File: config.mk
export PLATFORM = sky130hd
export DESIGN_NAME = cksr_regs
export DESIGN_NICKNAME = d
export VERILOG_FILES = /design/src/logic/cksr_pkg.sv /design/src/logic/cksr_byte_reg.sv /design/src/logic/cksr_regs.sv
export SDC_FILE = /design/constraint.sdc
export NUM_CORES = 1
export LEC_CHECK = 0
export BUFFER_PORTS_ARGS = -buffer_cell sky130_fd_sc_hd__buf_4
export CAP_MARGIN = 0
export CORE_ASPECT_RATIO = 1.1
export CORE_UTILIZATION = 35
export CTS_CLUSTER_DIAMETER = 200
export DETAILED_ROUTE_END_ITERATION = 10
export SYNTH_ARGS = -nofsm -noshare
export SYNTH_HDL_FRONTEND = slang
export SYNTH_SLANG_ARGS = --single-unit
File: constraint.sdc
create_clock -name ref_clk -period 1.7 [get_ports ref_clk]
set_input_delay 0.085 -clock ref_clk [delete_from_list [all_inputs] [get_ports ref_clk]]
set_output_delay 0.085 -clock ref_clk [all_outputs]
set_load 0.02 [all_outputs]
File: src/logic/cksr_pkg.sv
// Purpose: constants and types for the clock skew and recovery registers
// Assumes: byte-wide register port behind the serial control engine
// Notes: rule summary follows
// What this block does
// - cpu skew bits 7:5: 000 none, 001-011 earlier, 100-111 later, 150 ps
// - graphics skew bits 1:0: none, -150 ps, +150 ps, +300 ps
// - recovery source bit 7: 0 strap selection, 1 recovery N and M dividers
// - watchdog time-out switches to recovery frequency from selected source
// - recovery frequency uses 8-bit recovery N and 7-bit recovery M
// - ratio follows override: clear uses strap code, set uses software code
// - any update of recovery N or M changes the output frequency unless recovery is locked or a time-out comes in the same cycle
// - programmable enable set: output uses programmed N and programmed M
// - programmed M update starts a load; N alone starts nothing
// - programmed loads only need N and M at or above PROG_N_MIN and PROG_M_MIN; no 50 to 248 MHz check
// - time-out locks recovery; no frequency changes until enable clears
package cksr_pkg;
   localparam logic [7:0] OFS_SKEW   = 8'h0a;
   localparam logic [7:0] OFS_REC_N  = 8'h0b;
   localparam logic [7:0] OFS_REC_M  = 8'h0c;
   localparam logic [7:0] OFS_PROG_N = 8'h0d;
   localparam logic [7:0] RST_SKEW   = 8'h00;
   localparam logic [7:0] RST_REC_N  = 8'h00;
   localparam logic [7:0] RST_REC_M  = 8'h00;
   localparam logic [7:0] RST_PROG_N = 8'h00;
   localparam int CPU_SKEW_LSB = 5;
   localparam int CPU_SKEW_MSB = 7;
   localparam int GFX_SKEW_LSB = 0;
   localparam int GFX_SKEW_MSB = 1;
   localparam int REC_SEL_BIT  = 7;
   localparam int DIV_M_MSB    = 6;
   localparam int SKEW_STEP_PS = 150;
   localparam int FREQ_MIN_MHZ = 50;
   localparam int FREQ_MAX_MHZ = 248;

   // frequency target handed to the synthesizer
   typedef struct packed {
      logic       from_strap;
      logic [7:0] div_n;
      logic [6:0] div_m;
   } cksr_target_type;

   // one register write from the control engine
   typedef struct packed {
      logic       wr;
      logic [7:0] addr;
      logic [7:0] wdata;
   } cksr_write_type;
endpackage

File: src/logic/cksr_byte_reg.sv
// Purpose: one writable register byte with reset value and clock enable
// Assumes: synchronous active-high reset
// Notes: used for each of the four stored bytes
`timescale 1ns/1ps
`default_nettype none
module cksr_byte_reg #(
   parameter int         WIDTH = 8,
   parameter logic [7:0] RESET = 8'h00
) (
   input  wire logic             ref_clk, // system clock
   input  wire logic             rst,     // synchronous reset
   input  wire logic             ce,      // clock enable
   input  wire logic             wr,      // write strobe
   input  wire logic [WIDTH-1:0] wdata,   // write data
   output logic      [WIDTH-1:0] q        // stored value
);
   if (WIDTH < 1 || WIDTH > 8)
      $error("cksr_byte_reg: WIDTH must be 1 to 8");

   // store on write, reset to the given value
   always_ff @(posedge ref_clk)
   begin
      if (rst)
         q <= RESET[WIDTH-1:0];
      else if (ce && wr)
         q <= wdata;
   end
endmodule
`default_nettype wire

File: src/logic/cksr_regs.sv
// Purpose: skew, recovery and programmed divider register slice
// Assumes: register port driven by the serial control engine
// Notes: targets and skews are registered for the synthesizer
`timescale 1ns/1ps
`default_nettype none
module cksr_regs
   import cksr_pkg::*;
#(
   parameter logic [7:0] PROG_N_MIN = 8'h01, // lowest legal programmed N
   parameter logic [6:0] PROG_M_MIN = 7'h01  // lowest legal programmed M
) (
   input  wire logic            ref_clk,        // system clock
   input  wire logic            rst,            // synchronous reset
   input  wire logic            ce,             // clock enable
   input  wire cksr_write_type  reg_wr,         // register write
   input  wire logic [7:0]      reg_raddr,      // register read address
   output logic      [7:0]      reg_rdata,      // read data, next cycle
   input  wire logic            watchdog_timeout,   // time-out pulse
   input  wire logic            watchdog_enable,    // watchdog enable bit
   input  wire logic            prog_freq_enable,   // programmable enable
   input  wire logic            prog_m_wr,          // programmed M written
   input  wire logic [6:0]      programmed_divider_m, // programmed M value
   input  wire logic            ratio_source_override, // ratio source
   input  wire logic [4:0]      strap_frequency_code,  // latched straps
   input  wire logic [4:0]      sw_select_code,     // software code
   output logic      [2:0]      cpu_skew,           // cpu skew code
   output logic      [1:0]      graphics_port_clock_delay, // gfx skew
   output cksr_target_type      freq_target,        // active target
   output logic                 freq_load,          // load pulse
   output logic                 recovery_locked,    // recovery mode
   output logic      [4:0]      ratio_code          // active ratio code
);
   if (PROG_N_MIN == 8'h00 || PROG_M_MIN == 7'h00)
      $error("cksr_regs: divider minimums must be nonzero");

   logic [7:0] skew_q;
   logic [7:0] rec_n;
   logic [7:0] rec_m_q;
   logic [7:0] prog_n;
   logic       wr_skew;
   logic       wr_rec_n;
   logic       wr_rec_m;
   logic       wr_prog_n;
   logic       take_timeout;
   logic       take_rec;
   logic       prog_ok;
   logic       take_prog;

   // address decode of register writes
   assign wr_skew   = reg_wr.wr && reg_wr.addr == OFS_SKEW;
   assign wr_rec_n  = reg_wr.wr && reg_wr.addr == OFS_REC_N;
   assign wr_rec_m  = reg_wr.wr && reg_wr.addr == OFS_REC_M;
   assign wr_prog_n = reg_wr.wr && reg_wr.addr == OFS_PROG_N;

   cksr_byte_reg #(.WIDTH(8), .RESET(RST_SKEW)) u_skew (
      .ref_clk (ref_clk),
      .rst     (rst),
      .ce      (ce),
      .wr      (wr_skew),
      .wdata   (reg_wr.wdata),
      .q       (skew_q)
   );
   cksr_byte_reg #(.WIDTH(8), .RESET(RST_REC_N)) u_rec_n (
      .ref_clk (ref_clk),
      .rst     (rst),
      .ce      (ce),
      .wr      (wr_rec_n),
      .wdata   (reg_wr.wdata),
      .q       (rec_n)
   );
   cksr_byte_reg #(.WIDTH(8), .RESET(RST_REC_M)) u_rec_m (
      .ref_clk (ref_clk),
      .rst     (rst),
      .ce      (ce),
      .wr      (wr_rec_m),
      .wdata   (reg_wr.wdata),
      .q       (rec_m_q)
   );
   cksr_byte_reg #(.WIDTH(8), .RESET(RST_PROG_N)) u_prog_n (
      .ref_clk (ref_clk),
      .rst     (rst),
      .ce      (ce),
      .wr      (wr_prog_n),
      .wdata   (reg_wr.wdata),
      .q       (prog_n)
   );

   // load requests, time-out first, then recovery, then programmed
   assign take_timeout = watchdog_timeout && watchdog_enable
                         && !recovery_locked;
   assign take_rec  = (wr_rec_n || wr_rec_m) && !recovery_locked;
   assign prog_ok   = prog_n >= PROG_N_MIN
                      && programmed_divider_m >= PROG_M_MIN;
   assign take_prog = prog_m_wr && prog_freq_enable && prog_ok
                      && !recovery_locked;

   // skew fields; reserved bits never leave the block
   always_ff @(posedge ref_clk)
   begin
      if (rst)
      begin
         cpu_skew                  <= 3'h0;
         graphics_port_clock_delay <= 2'h0;
      end
      else if (ce)
      begin
         cpu_skew                  <= skew_q[CPU_SKEW_MSB:CPU_SKEW_LSB];
         graphics_port_clock_delay <= skew_q[GFX_SKEW_MSB:GFX_SKEW_LSB];
      end
   end

   // recovery lock, released only by reset or by clearing the watchdog enable
   always_ff @(posedge ref_clk)
   begin
      if (rst)
         recovery_locked <= 1'b0;
      else if (ce)
      begin
         if (!watchdog_enable)
            recovery_locked <= 1'b0;
         else if (take_timeout)
            recovery_locked <= 1'b1;
      end
   end

   // frequency target and its load pulse
   always_ff @(posedge ref_clk)
   begin
      if (rst)
      begin
         freq_target <= '0;
         freq_load   <= 1'b0;
      end
      else if (ce)
      begin
         freq_load <= take_timeout || take_rec || take_prog;
         if (take_timeout)
         begin
            freq_target.from_strap <= !rec_m_q[REC_SEL_BIT];
            freq_target.div_n      <= rec_n;
            freq_target.div_m      <= rec_m_q[DIV_M_MSB:0];
         end
         else if (take_rec)
         begin
            // new bytes go straight to the synthesizer
            freq_target.from_strap <= 1'b0;
            freq_target.div_n <= wr_rec_n ? reg_wr.wdata : rec_n;
            freq_target.div_m <= wr_rec_m ? reg_wr.wdata[DIV_M_MSB:0]
                                          : rec_m_q[DIV_M_MSB:0];
         end
         else if (take_prog)
         begin
            freq_target.from_strap <= 1'b0;
            freq_target.div_n      <= prog_n;
            freq_target.div_m      <= programmed_divider_m;
         end
      end
   end

   // ratio source follows the override bit
   always_ff @(posedge ref_clk)
   begin
      if (rst)
         ratio_code <= 5'h00;
      else if (ce)
         ratio_code <= ratio_source_override ? sw_select_code
                                             : strap_frequency_code;
   end

   // read mux, reserved and unmapped bits read zero
   always_ff @(posedge ref_clk)
   begin
      if (rst)
         reg_rdata <= 8'h00;
      else if (ce)
      begin
         case (reg_raddr)
            OFS_SKEW:   reg_rdata <= skew_q & 8'he3;
            OFS_REC_N:  reg_rdata <= rec_n;
            OFS_REC_M:  reg_rdata <= rec_m_q;
            OFS_PROG_N: reg_rdata <= prog_n;
            default:    reg_rdata <= 8'h00;
         endcase
      end
   end
endmodule
`default_nettype wire

==> results.py <==
metrics = {
    "floorplan": {
        "die-height_microns": 103.6,
        "num_rows": 36,
        "dieArea_sq_mm": 0.009780,
        "die_w_microns": 94.38,
        "pin_count": 86,
        "initial_core_util": 0.3647,
        "coreArea_sq_mm": 0.009009,
    },
    "setup_path": {
        "worstPathRequired_ps": 1980,
        "cp_max_fo": 15,
        "worst-r2r-cell-count": 5,
        "startpoint_type": "flop",
        "reg2reg_to": "freq_target[10]",
        "critPathCaptureType": "flop",
        "crit_type": "flop to flop",
        "cp.arrival_ps": 1890,
        "r2r-start": "u_prog_n.q[5]",
        "reg2reg_slack_ps": 100,
    },
    "clock_network": {
        "cts_tree": "built",
        "path_clk_slew_ps": 70,
        "root_buffer": "clkbuf_8",
        "clkLatencyLatePin_ps": 350,
        "clock_sinks": 65,
        "clock_path_buffers": 2,
        "cts_htree_levels": 3,
        "cts_made_buffers": 9,
    },
    "yosys": {
        "synth_edf_count": 0,
        "yosysWarnings": 0,
        "syn_nets": 405,
        "synth.area.top_cells": "dfxtp_1 40%, mux2i_1 16%, nor2_1 5.7%, a221oi_1 5.3%, a21oi_1 4.6%",
        "synthesis.area_sq_mm": 0.003286,
        "synthCells": 355,
        "synth.most_common_cell": "dfxtp_1",
        "async_reset_ff_frac": 0,
        "ys_types": 49,
        "yosysSeqAreaShare": 0.3960,
        "yosysTopAreaCellShare": 0.3960,
        "synth-seq-cells": 65,
        "synth_area_leader_cell": "dfxtp_1",
        "synth_area_per_cell_sq_um": 9.255,
        "yosys-top-cells-count": "65 x dfxtp_1, 54 x mux2i_1, 50 x nor2_1",
        "synth-main-ff-cell": "dfxtp_1",
    },
    "timing": {
        "finalCritPeriodShare": 0.9441,
        "slew_viol_final": 0,
        "worst_slew_pin_slew_ps": 894.1,
        "grt_setup_unrepaired": "false",
        "slew-limit-headroom": 0.4027,
        "whs_ps": 22.32,
        "fin_crit_ps": 1605,
        "fmax_ghz": 0.6231,
        "setup_viol": 0,
        "final.setup_skew_ps": 9.135,
        "finalHoldViolations": 0,
    },
    "route": {
        "drcViolationCount": 0,
        "post_drt_wl_per_cell_microns": 16.27,
        "drt-total-wl_microns": 9126,
        "drt_iter0_markers": 99,
        "ant_nets": 0,
        "post_drt_via_cell_ratio": 5.246,
        "drtPass1Iterations": 4,
        "num_vias": 2943,
    },
    "hold_path": {
        "whs_path_depth": 3,
        "min_from": "reg_wr[7]",
        "hp-class": "primary input to flop",
        "hold_end": "u_rec_n.q[7]",
    },
    "power": {
        "leakage_uw": 0.002091,
        "powerDensity_mw_per_mm2": 780.8,
        "total_power_uw": 3421,
        "ir_worst_vdd_mv": 0.4140,
    },
    "global_route": {
        "overflow": 0,
        "grt_antenna_before_repair": 0,
        "grt_usage": 0.1923,
        "grt_pass1_wl_microns": 14550,
        "grt_pass1_vias": 2863,
        "grt_max_degree": 43,
    },
    "layout": {
        "multiInputGateArea_sq_mm": 0.001927,
        "final_util": 0.4864,
        "antennaDiodeCount": 0,
        "regArea_sq_mm": 0.001303,
        "drive_gt1_frac": 0.3378,
        "area_growth_pct": 33.36,
        "fin_nets": 492,
        "finalInstanceArea_sq_mm": 0.004382,
        "filler_cell_count": 871,
    },
    "job": {
        "drv_cap": 0,
    },
    "outcome": {
        "status": "finished, final reports clean",
    },
    "placement": {
        "numPortBuffers": 85,
        "globalplace.congestion": 0.7701,
        "hpwlAfterDp_microns": 6672,
        "placed_area_sq_mm": 0.004056,
    },
}
cells in the final DEF, fill, tap and decap left out, types with 9 or more instances in the layout:
cell type   n
buf_4      96
dfxtp_1    64
mux2i_1    54
nor2_1     49
nand2_1    34
a21oi_1    30
o31ai_1    13
nor2b_1    12
clkbuf_8   12
a221oi_1   11
a221oi_2    9
flip-flops by register name, summed over array words and instances (netlist names):
| signal | flops |
|---|---|
| u_rec_m.q | 8 |
| reg_rdata | 8 |
| ratio_code | 5 |
| u_prog_n.q | 8 |
| graphics_port_clock_delay | 2 |
| cpu_skew | 3 |
| u_rec_n.q | 8 |
| u_skew.q | 5 |
| recovery_locked | 1 |
| freq_load | 1 |
| freq_target | 16 |
repair_timing:
| item | CTS | global route |
|---|---|---|
| setup endpoints to repair | 15 | 15 |
| setup buffers | 0 | 1 |
| endpoints found under the hold margin | 6 | 0 |
| hold buffers | 1 | 0 |
| gates resized for setup | 4 | 14 |
final cells by class:
| type | instances | share of cell area |
|---|---|---|
| multi-input cells | 265 | 0.4397 |
| clock inverters | 4 | 0.01142 |
| inverters | 1 | 0.0008567 |
| repair buffers | 100 | 0.1805 |
| clock buffers | 12 | 0.03769 |
| well taps | 114 | 0.03255 |
| flip-flops and latches | 65 | 0.2973 |
metal layers:
| metal | routed length, microns | vias to the layer above | track usage |
|---|---|---|---|
| met5 | 0 | - | 0 |
| met4 | 165 | 0 | 0.07802 |
| met3 | 314 | 11 | 0.02570 |
| met2 | 4378 | 69 | 0.3059 |
| met1 | 4268 | 1387 | 0.2587 |
| li1 | - | 1476 | - |
cells by family after synthesis:
kind of cell | Yosys count | share of synthesized area
AOI/OAI and AO/OA | 85 | 0.1919
buffers and inverters | 25 | 0.04531
DFF | 65 | 0.3960
muxes | 57 | 0.1748
and+or+nand+nor | 123 | 0.1919
stage by stage:
| stage | setup TNS, ps | instances | setup slack (ps) |
|---|---|---|---|
| floorplan | 0 | 355 | 42.66 |
| global placement | 0 | 543 | 23.94 |
| detailed placement | -593.2 | 543 | -59.17 |
| CTS | 0 | 560 | 10.37 |
| global route | 0 | 561 | 6.465 |
| finish | 0 | 561 | 95.10 |
report_power, final:
part / switching [uW] / internal, uW
registers: 19.5 / 1550
clock network: 622 / 795
logic: 237 / 195
worst max path at each step:
stage | start | endpoint | slack (ps)
floorplan | recovery_locked | freq_target[10] | 40
global placement | u_prog_n.q[0] | freq_target[8] | 20
detailed placement | recovery_locked | freq_target[9] | -60
CTS | recovery_locked | freq_target[1] | 10
global route | u_prog_n.q[5] | freq_target[1] | 6
finish | u_prog_n.q[5] | freq_target[10] | 100
critical path, stage by stage, from the launching register on:
cell and delay (ps):
dfxtp_1 410, nor4_1 90, a211o_1 360, o21ai_4 410, o31ai_1 130, a21oi_1 140
No activity file was read; power rests on OpenSTA's default activity.
